**config.mk**
```make
export PLATFORM = sky130hd
export DESIGN_NAME = modsel_top
export DESIGN_NICKNAME = d
export VERILOG_FILES = /design/src/hw/modsel_pkg.sv /design/src/hw/modsel_top.sv
export VERILOG_INCLUDE_DIRS = /design/src /design/src/hw
export SDC_FILE = /design/constraint.sdc
export NUM_CORES = 1
export LEC_CHECK = 0
export ABC_CLOCK_PERIOD_IN_PS = 3000
export BUFFER_PORTS_ARGS = -buffer_cell sky130_fd_sc_hd__buf_2
export CORE_MARGIN = 2
export CORE_UTILIZATION = 52
export CTS_BUF_LIST = sky130_fd_sc_hd__clkbuf_8 sky130_fd_sc_hd__clkbuf_16
export DETAILED_ROUTE_END_ITERATION = 10
export GPL_TIMING_DRIVEN = 0
export MAX_ROUTING_LAYER = met4
export PLACE_DENSITY = 0.8
export REMOVE_ABC_BUFFERS = 1
export SLEW_MARGIN = 25
export SYNTH_ARGS = -nofsm -noshare
export SYNTH_HDL_FRONTEND = slang
export SYNTH_SLANG_ARGS = --single-unit
```
**constraint.sdc**
```tcl
create_clock -name clk -period 3 [get_ports clk]
set_input_delay 0.6 -clock clk [delete_from_list [all_inputs] [get_ports clk]]
set_output_delay 0.6 -clock clk [all_outputs]
set_load 0.02 [all_outputs]
```
**src/hw/modsel_regs.svh**
```systemverilog
/*
 * Register offsets, field positions and reset values of the modulator test input select block.
 * Assumes a 32-bit AXI4-Lite register bus with byte addresses.
 */
`ifndef MODSEL_REGS_SVH
`define MODSEL_REGS_SVH

`define OFF_CH_SEL 8'h00
`define OFF_GAIN_LO 8'h04
`define OFF_DAC_CTRL 8'h08
`define OFF_EXT_CTRL 8'h0C
`define OFF_DAC_VAL 8'h10
`define OFF_STATUS 8'h14

`define GAIN_W 3
`define GAIN_FIELD_W 4
`define NUM_CH 7
`define NUM_DIFF 4

`define DAC_MASTER_BIT 0
`define DAC_OE0_BIT 1
`define DAC_OE1_BIT 2
`define EXT_PIN_OUT_BIT 0
`define EXT_OUT_DIS_BIT 1

`define RST_CH_SEL 7'h00
`define RST_GAIN 28'h0000000
`define RST_DAC_CTRL 3'h0
`define RST_EXT_CTRL 2'h0
`define RST_DAC_VAL 10'h000

`define GAIN_X2 3'h5
`define GAIN_X4 3'h6
`define GAIN_UNITY_MAX 3'h3

`endif

```
**src/hw/modsel_pkg.sv**
```systemverilog
/*
 * Types shared by the modulator test input select block.
 * Assumes the constants header is compiled alongside.
 */
package modsel_pkg;

typedef enum logic [1:0] {
	GAIN_X1 = 2'h1,
	GAIN_X2_MODE = 2'h2,
	GAIN_BAD = 2'h3
} gain_mode_e;

typedef struct packed {
	logic [31:0] addr;
	logic [31:0] data;
	logic [3:0] strb;
} wr_req_s;

typedef struct packed {
	logic [9:0] pos_val;
	logic [9:0] neg_val;
	logic pos_en;
	logic neg_en;
} dac_drive_s;

typedef logic [1:0] mul_t;

endpackage : modsel_pkg

```
**src/hw/modsel_top.sv**
```systemverilog
/*
 * Modulator test input select: per-channel routing of DAC outputs to the modulators,
 * DAC output gating and test-mode gain decode, behind an AXI4-Lite slave.
 * Assumes one clock, asynchronous active-low reset, and a well-behaved AXI master.
 */
`timescale 1ns/100ps
`include "modsel_regs.svh"

// Operation
// - Select bit routes DAC to modulator, ignores pins
// - DAC-to-modulator output only when any select set
// - Output-disable overrides per-channel DAC output enables
// - Test gain: 000-011 unity, 101 x2, 110 x4 on channels 0-3; channels 4-6 take 000-010 unity only
// - DAC ch1 positive input, ch0 negative input
// - Disabled DAC channel drives constant low
module modsel_top (
	input wire logic clk,
	input wire logic rst_b,
	input wire logic [31:0] s_awaddr,
	input wire logic s_awvalid,
	output logic s_awready,
	input wire logic [31:0] s_wdata,
	input wire logic [3:0] s_wstrb,
	input wire logic s_wvalid,
	output logic s_wready,
	output logic [1:0] s_bresp,
	output logic s_bvalid,
	input wire logic s_bready,
	input wire logic [31:0] s_araddr,
	input wire logic s_arvalid,
	output logic s_arready,
	output logic [31:0] s_rdata,
	output logic [1:0] s_rresp,
	output logic s_rvalid,
	input wire logic s_rready,
	input wire logic [9:0] dac_ch0_code,
	input wire logic [9:0] dac_ch1_code,
	output logic [`NUM_CH-1:0] mod_src_dac,
	output logic [`NUM_CH-1:0] mod_src_pin,
	output modsel_pkg::dac_drive_s dac_drive,
	output logic dac_mod_path_en,
	output logic analog_pin_out_en,
	output modsel_pkg::mul_t [`NUM_CH-1:0] mod_gain_mult,
	output logic [`NUM_CH-1:0] mod_gain_bad
);
	import modsel_pkg::*;

	////////////////////////////////////////////////////////////////////////////
	// Registers
	logic [`NUM_CH-1:0] channel_input_select_reg_r;
	logic [`NUM_CH*`GAIN_FIELD_W-1:0] channel_gain_select_reg_r;
	logic [2:0] dac_control_reg_r;
	logic [1:0] converter_control_ext_reg_r;

	logic aw_held_r;
	logic w_held_r;
	logic [31:0] aw_addr_r;
	logic [31:0] w_data_r;
	logic [3:0] w_strb_r;
	logic bvalid_r;
	logic [1:0] bresp_r;
	logic rvalid_r;
	logic [31:0] rdata_r;
	logic [1:0] rresp_r;

	wire aw_fire = s_awvalid && s_awready;
	wire w_fire = s_wvalid && s_wready;
	wire ar_fire = s_arvalid && s_arready;
	wire wr_go = aw_held_r && w_held_r && !bvalid_r;
	wire [7:0] wr_off = aw_addr_r[7:0];
	wire wr_map_hit = (aw_addr_r[31:8] == 24'h000000) && (wr_off <= `OFF_EXT_CTRL)
		&& (wr_off[1:0] == 2'h0);
	wire wr_sel = wr_go && wr_map_hit && (wr_off == `OFF_CH_SEL) && w_strb_r[0];
	wire wr_gain = wr_go && wr_map_hit && (wr_off == `OFF_GAIN_LO);
	wire wr_dac = wr_go && wr_map_hit && (wr_off == `OFF_DAC_CTRL) && w_strb_r[0];
	wire wr_ext = wr_go && wr_map_hit && (wr_off == `OFF_EXT_CTRL) && w_strb_r[0];

	assign s_awready = !aw_held_r;
	assign s_wready = !w_held_r;
	assign s_arready = !rvalid_r;
	assign s_bvalid = bvalid_r;
	assign s_bresp = bresp_r;
	assign s_rvalid = rvalid_r;
	assign s_rdata = rdata_r;
	assign s_rresp = rresp_r;

	////////////////////////////////////////////////////////////////////////////
	// Write channel
	always_ff @(posedge clk or negedge rst_b) begin
		if (!rst_b) begin
			aw_held_r <= 1'b0;
			w_held_r <= 1'b0;
			aw_addr_r <= 32'h00000000;
			w_data_r <= 32'h00000000;
			w_strb_r <= 4'h0;
		end else begin
			if (aw_fire) begin
				aw_held_r <= 1'b1;
				aw_addr_r <= s_awaddr;
			end else if (wr_go) begin
				aw_held_r <= 1'b0;
			end
			if (w_fire) begin
				w_held_r <= 1'b1;
				w_data_r <= s_wdata;
				w_strb_r <= s_wstrb;
			end else if (wr_go) begin
				w_held_r <= 1'b0;
			end
		end
	end

	always_ff @(posedge clk or negedge rst_b) begin
		if (!rst_b) begin
			bvalid_r <= 1'b0;
			bresp_r <= 2'h0;
		end else if (wr_go) begin
			bvalid_r <= 1'b1;
			bresp_r <= wr_map_hit ? 2'h0 : 2'h2;
		end else if (s_bready) begin
			bvalid_r <= 1'b0;
		end
	end

	// Gain field write honours byte lanes
	logic [31:0] gain_wr_mask;
	always_comb begin
		gain_wr_mask = {{8{w_strb_r[3]}}, {8{w_strb_r[2]}}, {8{w_strb_r[1]}}, {8{w_strb_r[0]}}};
	end

	always_ff @(posedge clk or negedge rst_b) begin
		if (!rst_b) begin
			channel_input_select_reg_r <= `RST_CH_SEL;
			channel_gain_select_reg_r <= `RST_GAIN;
			dac_control_reg_r <= `RST_DAC_CTRL;
			converter_control_ext_reg_r <= `RST_EXT_CTRL;
		end else begin
			if (wr_sel)
				channel_input_select_reg_r <= w_data_r[`NUM_CH-1:0];
			if (wr_gain)
				channel_gain_select_reg_r <= (channel_gain_select_reg_r & ~gain_wr_mask[27:0])
					| (w_data_r[27:0] & gain_wr_mask[27:0]);
			if (wr_dac)
				dac_control_reg_r <= w_data_r[2:0];
			if (wr_ext)
				converter_control_ext_reg_r <= w_data_r[1:0];
		end
	end

	////////////////////////////////////////////////////////////////////////////
	// Test-mode datapath
	wire any_sel = |channel_input_select_reg_r;
	wire out_dis = converter_control_ext_reg_r[`EXT_OUT_DIS_BIT];
	wire master_en = dac_control_reg_r[`DAC_MASTER_BIT];
	wire oe0 = dac_control_reg_r[`DAC_OE0_BIT];
	wire oe1 = dac_control_reg_r[`DAC_OE1_BIT];
	wire ch0_on = any_sel && !out_dis && (master_en || oe0);
	wire ch1_on = any_sel && !out_dis && (master_en || oe1);
	wire usable = master_en || (oe0 && oe1);

	always_ff @(posedge clk or negedge rst_b) begin
		if (!rst_b) begin
			mod_src_dac <= `RST_CH_SEL;
			mod_src_pin <= {`NUM_CH{1'b1}};
			dac_drive <= '0;
			dac_mod_path_en <= 1'b0;
			analog_pin_out_en <= 1'b0;
		end else begin
			mod_src_dac <= channel_input_select_reg_r;
			mod_src_pin <= ~channel_input_select_reg_r;
			dac_mod_path_en <= ch0_on || ch1_on;
			dac_drive.pos_en <= ch1_on;
			dac_drive.neg_en <= ch0_on;
			dac_drive.pos_val <= ch1_on ? dac_ch1_code : 10'h000;
			dac_drive.neg_val <= ch0_on ? dac_ch0_code : 10'h000;
			analog_pin_out_en <= converter_control_ext_reg_r[`EXT_PIN_OUT_BIT];
		end
	end

	// Per-channel gain decode; prohibited codes keep unity and raise the flag
	mul_t [`NUM_CH-1:0] gain_mult_nxt;
	logic [`NUM_CH-1:0] gain_bad_nxt;

	genvar gi;
	generate
		for (gi = 0; gi < `NUM_CH; gi++) begin : g_gain
			wire [`GAIN_W-1:0] code = channel_gain_select_reg_r[gi*`GAIN_FIELD_W +: `GAIN_W];
			if (gi >= `NUM_DIFF) begin : g_single
				// Single-ended: unity only, codes 000-010 of the three-bit field
				assign gain_mult_nxt[gi] = 2'h0;
				assign gain_bad_nxt[gi] = code[2] || (code[1:0] == 2'h3);
			end else begin : g_diff
				wire is_x2 = (code == `GAIN_X2);
				wire is_x4 = (code == `GAIN_X4);
				assign gain_mult_nxt[gi] = is_x4 ? 2'h2 : (is_x2 ? 2'h1 : 2'h0);
				assign gain_bad_nxt[gi] = (code > `GAIN_UNITY_MAX) && !is_x2 && !is_x4;
			end
		end
	endgenerate

	always_ff @(posedge clk or negedge rst_b) begin
		if (!rst_b) begin
			mod_gain_mult <= '0;
			mod_gain_bad <= '0;
		end else begin
			mod_gain_mult <= gain_mult_nxt;
			mod_gain_bad <= gain_bad_nxt;
		end
	end

	////////////////////////////////////////////////////////////////////////////
	// Read channel
	logic [31:0] rd_mux;
	wire [7:0] rd_off = s_araddr[7:0];
	wire rd_hit = (s_araddr[31:8] == 24'h000000) && (rd_off <= `OFF_STATUS)
		&& (rd_off[1:0] == 2'h0);
	always_comb begin
		case (rd_off)
			`OFF_CH_SEL: rd_mux = {25'h0000000, channel_input_select_reg_r};
			`OFF_GAIN_LO: rd_mux = {4'h0, channel_gain_select_reg_r};
			`OFF_DAC_CTRL: rd_mux = {29'h00000000, dac_control_reg_r};
			`OFF_EXT_CTRL: rd_mux = {30'h00000000, converter_control_ext_reg_r};
			`OFF_DAC_VAL: rd_mux = {6'h00, dac_ch1_code, 6'h00, dac_ch0_code};
			`OFF_STATUS: rd_mux = {28'h0000000, usable, ch1_on, ch0_on, any_sel};
			default: rd_mux = 32'h00000000;
		endcase
	end

	always_ff @(posedge clk or negedge rst_b) begin
		if (!rst_b) begin
			rvalid_r <= 1'b0;
			rdata_r <= 32'h00000000;
			rresp_r <= 2'h0;
		end else if (ar_fire) begin
			rvalid_r <= 1'b1;
			rdata_r <= rd_hit ? rd_mux : 32'h00000000;
			rresp_r <= rd_hit ? 2'h0 : 2'h2;
		end else if (s_rready) begin
			rvalid_r <= 1'b0;
		end
	end

	////////////////////////////////////////////////////////////////////////////
	// Checks
	AST_PIN_SRC: assert property (@(posedge clk) disable iff (!rst_b)
		1'b1 |=> (mod_src_pin == ~$past(channel_input_select_reg_r)))
		else $error("pin source not complement of select");
	AST_DAC_NEEDS_SEL: assert property (@(posedge clk) disable iff (!rst_b)
		!any_sel |=> !dac_mod_path_en)
		else $error("dac path enabled without select");
	AST_DIS_WINS: assert property (@(posedge clk) disable iff (!rst_b)
		out_dis |=> !dac_drive.pos_en && !dac_drive.neg_en)
		else $error("output disable did not override");
	AST_USABLE: assert property (@(posedge clk) disable iff (!rst_b)
		usable && any_sel && !out_dis
		|=> dac_drive.pos_en && dac_drive.neg_en)
		else $error("usable setting did not enable both channels");
	AST_PIN_OUT: assert property (@(posedge clk) disable iff (!rst_b)
		wr_ext ##1 1'b1 |=> analog_pin_out_en == $past(w_data_r[0], 2))
		else $error("pin output control not applied");
	AST_GAIN2: assert property (@(posedge clk) disable iff (!rst_b)
		(channel_gain_select_reg_r[2:0] == 3'h5) |=> mod_gain_mult[0] == 2'h1)
		else $error("gain x2 decode wrong");
	AST_POS_SRC: assert property (@(posedge clk) disable iff (!rst_b)
		ch1_on |=> dac_drive.pos_val == $past(dac_ch1_code))
		else $error("positive input not from channel 1");
	AST_LOW_OFF: assert property (@(posedge clk) disable iff (!rst_b)
		!ch0_on |=> dac_drive.neg_val == 10'h000)
		else $error("disabled channel not low");
	AST_NO_SEL: assert property (@(posedge clk) disable iff (!rst_b)
		(channel_input_select_reg_r == 7'h00) [*2] |-> mod_src_pin == 7'h7F)
		else $error("pins not selected with no select");

	// Routing of all channels, gating, and gain decode on channels 0 and 6
	AST_SRC_DAC: assert property (@(posedge clk) disable iff (!rst_b)
		1'b1 |=> (mod_src_dac == $past(channel_input_select_reg_r)))
		else $error("dac source not equal to select");
	AST_DAC_SEL: assert property (@(posedge clk) disable iff (!rst_b)
		any_sel && !out_dis && master_en
		|=> dac_mod_path_en)
		else $error("dac path not enabled with select set");
	AST_DIS_PATH: assert property (@(posedge clk) disable iff (!rst_b)
		out_dis |=> !dac_mod_path_en)
		else $error("output disable left dac path on");
	AST_GAIN4: assert property (@(posedge clk) disable iff (!rst_b)
		(channel_gain_select_reg_r[2:0] == 3'h6) |=> mod_gain_mult[0] == 2'h2)
		else $error("gain x4 decode wrong");
	AST_GAIN_UNITY: assert property (@(posedge clk) disable iff (!rst_b)
		(channel_gain_select_reg_r[2:0] <= 3'h3) |=> (mod_gain_mult[0] == 2'h0) && !mod_gain_bad[0])
		else $error("unity gain decode wrong");
	AST_SINGLE_OK: assert property (@(posedge clk) disable iff (!rst_b)
		(channel_gain_select_reg_r[26:24] <= 3'h2) |=> (mod_gain_mult[6] == 2'h0) && !mod_gain_bad[6])
		else $error("single-ended unity decode wrong");
	AST_NEG_SRC: assert property (@(posedge clk) disable iff (!rst_b)
		ch0_on |=> dac_drive.neg_val == $past(dac_ch0_code))
		else $error("negative input not from channel 0");
	AST_POS_LOW: assert property (@(posedge clk) disable iff (!rst_b)
		!ch1_on |=> dac_drive.pos_val == 10'h000)
		else $error("disabled positive channel not low");
	AST_NO_SEL_OFF: assert property (@(posedge clk) disable iff (!rst_b)
		!any_sel |=> !dac_drive.pos_en && !dac_drive.neg_en)
		else $error("dac drive enabled with no select");

endmodule : modsel_top

```
# ---- Word level (Yosys, flattened, before mapping)
# Cells that the tools add are included.
dict set report word_totals {
  ff_bits 197
  elab_cells 138
}
dict set report classes {
  magnitude_cmp 6
  eq_ne 19
  n_mux 21
  bitwise_logic 5
  reduce_logical 60
}
# operator count
set op_table {}
lappend op_table {{$pmux W28 S6} 1}
lappend op_table {{$and A28 B28 Y28} 2}
lappend op_table {{$logic_not A24 Y1} 2}
lappend op_table {{$eq A8 B4 Y1 const B} 4}
lappend op_table {{$mux W32} 1}
lappend op_table {{$logic_and A1 B1 Y1} 29}
lappend op_table {{$not A28 Y28} 1}
lappend op_table {{$or A28 B28 Y28} 1}
lappend op_table {{$eq A3 B3 Y1 const B} 8}
lappend op_table {{$mux W10} 2}
lappend op_table {{$eq A8 B3 Y1 const B} 2}
lappend op_table {{$eq A8 B5 Y1 const B} 2}
lappend op_table {{$logic_not A8 Y1} 2}
lappend op_table {{$logic_not A1 Y1} 13}
lappend op_table {{$gt A3 B2 Y1 const B} 4}
lappend op_table {{$mux W2} 6}
lappend op_table {{$mux W1} 11}
lappend op_table {{$le A8 B4 Y1 const B} 1}
lappend op_table {{$le A8 B5 Y1 const B} 1}
lappend op_table {{$reduce_bool A2 Y1} 4}
lappend op_table {{$logic_or A1 B1 Y1} 7}
lappend op_table {{$not A7 Y7} 1}
lappend op_table {{$reduce_or A7 Y1} 1}
lappend op_table {{$eq A2 B2 Y1 const B} 3}
lappend op_table {{$logic_not A2 Y1} 2}

# ---- Longest topological paths before layout
dict set report depth {
  ltp_word 6
  depth_mapped 6
  ltp_nobuf 4
}

# ---- Least setup slack after synthesis
# OpenSTA, ideal clock, no wires.
dict set report synth_path {
  kind {flip-flop to flip-flop}
  startpoint {register bvalid_r, in the netlist s_bvalid}
  endpoint {register with a tool-made name}
  arrival_time_ns 2.037
  required_ns 2.875
  path_slack_ns 0.838
  path_stages_with_launch 6
  path_buffers 1
  synth_period_minus_slack_ns 2.162
  cell_sequence {dfrtp_1 and3b_1 buf_2 nand3_2 nor4_4 mux2_4}
}
# item line
set synth_rtl {}
lappend synth_rtl {{from (decl)} modsel_top.sv:60} ;# logic bvalid_r;
lappend synth_rtl {{from (signal assigned)} modsel_top.sv:115} ;# bvalid_r <= 1'b0;
lappend synth_rtl {{from (signal assigned)} modsel_top.sv:118} ;# bvalid_r <= 1'b1;
lappend synth_rtl {{from (signal assigned)} modsel_top.sv:121} ;# bvalid_r <= 1'b0;

==> results.sh <==
export IMPL_run_status="finished, final reports clean"
export IMPL_worstSetupPathType="flop to flop"
export IMPL_placeableCoreArea_um2=14500
export IMPL_wl_per_cell_um=18.1
export IMPL_peakVddDrop_uv=494
export IMPL_timing_setup_tns_ns=0
export IMPL_max_freq_mhz=377
export IMPL_synth_yosys_seq_area_share_pct=62.4
export IMPL_tritoncts="yes"
export IMPL_switching_power_share_of_the_total_pct=26.4
export IMPL_drive_gt1_share_pct=47.7
export IMPL_finalMaxSlewViolations=0
export IMPL_placement_io_buffers=210
export IMPL_die_w_um=126
export IMPL_fp_dieArea_um2=15800
export IMPL_max_slew_worst_pin_slew_ns=0.912
export IMPL_switching_power_summed_over_all_nets_uw=1780
export IMPL_post_synthesis_async_set_or_reset_flop_share_pct=100
export IMPL_ys_seq_elements=191
export IMPL_detail_route_iter0_violations=316
export IMPL_hold_fix_buffers_cts=0
export IMPL_fp_row_count=44
export IMPL_power_per_cell_area_nw_per_um2=702
export IMPL_timing_critical_path_fanout_max=8
export IMPL_synth_cells=568
export IMPL_worst_slew_margin_rel_pct=38.8
export IMPL_vias=5299
export IMPL_global_route_usage_total_pct=23.5
export IMPL_drtPass1Iterations=4
export IMPL_grt_setup_unrepaired="false"
export IMPL_hp_class="input port to asynchronous set/reset pin"
export IMPL_synth_edff_count=0
export IMPL_grt_first_pass_wirelength_um=28100
export IMPL_final_cell_count_no_fill=981
export IMPL_p_int_uw=4960
export IMPL_maximum_number_of_pins_on_one_net_before_global_route_repair=98
export IMPL_synthMostInstantiatedCell="dfrtp_1"
export IMPL_clock_tree_root_cell="clkbuf_16"
export IMPL_area_growth_pct=25.1
export IMPL_ctsLongestPathBuffers=2
export IMPL_clock_buffers_created_by_tritoncts=17
export IMPL_share_comb_of_total_power_pct=15.9
export IMPL_cp_arrival_ns=2.96
export IMPL_ys_top_cells_by_count="dfrtp_1, mux2_2, nand2_1, o21ai_0"
export IMPL_dpl_cell_count=946
export IMPL_netlist_area_leader_share_pct=60.0
export IMPL_drc=0
export IMPL_final_net_count=910
export IMPL_synth_cell_type_count=45
export IMPL_synthTopCellsByArea="dfrtp_1, mux2_2, dfstp_2"
export IMPL_seq_power_share_pct=50.4
export IMPL_design_portCount=227
export IMPL_detailed_place_hpwl_um=12800
export IMPL_finClkSkew_ns=0.0122
export IMPL_gp_routability_congestion=0.886
export IMPL_post_synth_instance_area_um2=7680
export IMPL_yosysWarnings=0
export IMPL_first_global_vias=5390
export IMPL_netlist_top_cell_by_area="dfrtp_1"
export IMPL_grt_antenna_before_repair=1
export IMPL_timing_max_cap_violations=0
export IMPL_finalHoldViolCount=0
export IMPL_cts_num_sinks=191
export IMPL_p_leak_uw=0.00480
export IMPL_total_gr_overflow=0
export IMPL_post_synth_cell_area_avg_um2=13.5
export IMPL_clk_insertion_delay_late_ns=0.42
export IMPL_worst_setup_path_end_kind="flop"
export IMPL_path_clk_slew_ns=0.07
export IMPL_final_setup_viol_count=0
export IMPL_ctsHtreeMaxLevel=4
export IMPL_ant_nets=0
export IMPL_aggregate_routed_wire_length_um=17800
export IMPL_initial_util_pct=53.0
export IMPL_area_used_by_multi_input_combinational_logic_um2=2720
export IMPL_worstPathRequired_ns=3.30
export IMPL_critical_path_startpoint_type="flop"
export IMPL_fin_util_pct=66.3
export IMPL_power_frac_clock_pct=33.7
export IMPL_min_period_over_period_pct=88.4
export IMPL_die_h_um=126
export IMPL_finalWorstPathRequiredPeriod_ns=2.65
export IMPL_layout_area_seq_um2=4790
export IMPL_layout_filler_cells=1058
export IMPL_vias_per_cell=5.40
export IMPL_ys_flop_type="dfrtp_1"
critical path, cell delays in order, from the launching register on:
cell and delay [ns]:
dfrtp_1 0.38, nor4_1 0.49, nand3_2 0.41, nor4_4 0.90
mux2_4 0.36
per-layer routing:
layer | vias to the layer above | global-route usage [%] | wire length (um) | share of wire [%]
met4 | 0 | 6.73 | 384 | 2.2
met5 | - | - | 0 | 0
li1 | 2411 | - | - | -
met1 | 2610 | 27.6 | 6920 | 39
met2 | 242 | 39.1 | 9000 | 51
met3 | 36 | 7.62 | 1450 | 8.2
through the flow:
step           setup slack [ns]  instance area, um2  power [uW]  hold WS [ns]
2_1_floorplan             0.412                7550        4100         0.304
3_3_place_gp              -1.46                8830        4390         0.433
3_5_place_dp             -0.403                8970        4530         0.434
4_1_cts                  0.0226                9570        6800         0.221
5_1_grt                   0.248                9600        7040         0.250
6_report                  0.347                9600        6740         0.197
power by group through the flow:
| stage | Sequential [uW] | Clock (uW) | Combinational, uW |
|---|---|---|---|
| floorplan | 3350 | 0 | 749 |
| global placement | 3400 | 0 | 996 |
| detailed placement | 3450 | 0 | 1080 |
| CTS | 3400 | 2300 | 1090 |
| global route | 3470 | 2410 | 1170 |
| finish | 3400 | 2270 | 1070 |
kinds of logic (layout without fill, tap and decap cells):
family	count (synthesis)	after routing	share of synthesized area, %
flops	191	191	62.4
simple gates	141	141	11.9
mux	112	112	16.7
compound gates	64	64	5.26
buf+inv	55	272	3.29
xor+xnor	4	4	0.456
other cells	1	13	0.0488
what timing repair did:
item | CTS | global route
setup endpoints to repair | 0 | 9
gates resized for setup | 0 | 1
hold endpoints to repair | 0 | 0
buffers inserted | 0 | 2
cell usage in the layout (no fill, tap or decap), drive strengths merged, types with 3 or more instances in the layout:
master | synthesis | layout
o21ai | 27 | 27
o22ai | 3 | 3
inv | 22 | 26
a31oi | 4 | 4
a21o | 3 | 3
a22oi | 18 | 18
and3b | 5 | 5
nand4 | 4 | 4
or4 | 7 | 7
nor4 | 20 | 20
clkinv | 0 | 6
conb | 1 | 12
nand2 | 39 | 39
bufinv | 0 | 3
a211oi | 4 | 4
nor3 | 7 | 7
clkbuf | 13 | 17
and2 | 22 | 22
dfstp | 7 | 7
nand2b | 3 | 3
dfrtp | 184 | 184
buf | 20 | 218
nor2b | 4 | 4
mux2i | 7 | 7
mux2 | 105 | 105
nor2 | 21 | 21
path summary, 6_finish.rpt:
path                            slack [ns]           endpoint  cells past startpoint                           start
worst max-delay path                  0.35               flop                      4                   aw_addr_r[27]
worst min-delay path                  0.20      aw_addr_r[20]                      1                           rst_b
worst max register to register        0.35               flop                      4                   aw_addr_r[27]
worst min register to register        0.44  analog_pin_out_en                      0  converter_control_ext_reg_r[0]
max in group asynchronous             1.86     mod_src_pin[5]                      2                           rst_b
min in group clk                      0.36           s_rvalid                      2                        s_rready
final cells by class:
type	instances	share of cell area, %
Timing Repair Buffer	218	12.4
Clock inverter	15	1.78
Sequential cell	191	49.9
Inverter	22	0.860
Clock buffer	17	4.43
Antenna cell	1	0.0261
Multi-Input combinational cell	333	28.3
Tap cell	184	2.40
No activity file was read; power rests on OpenSTA's default activity.
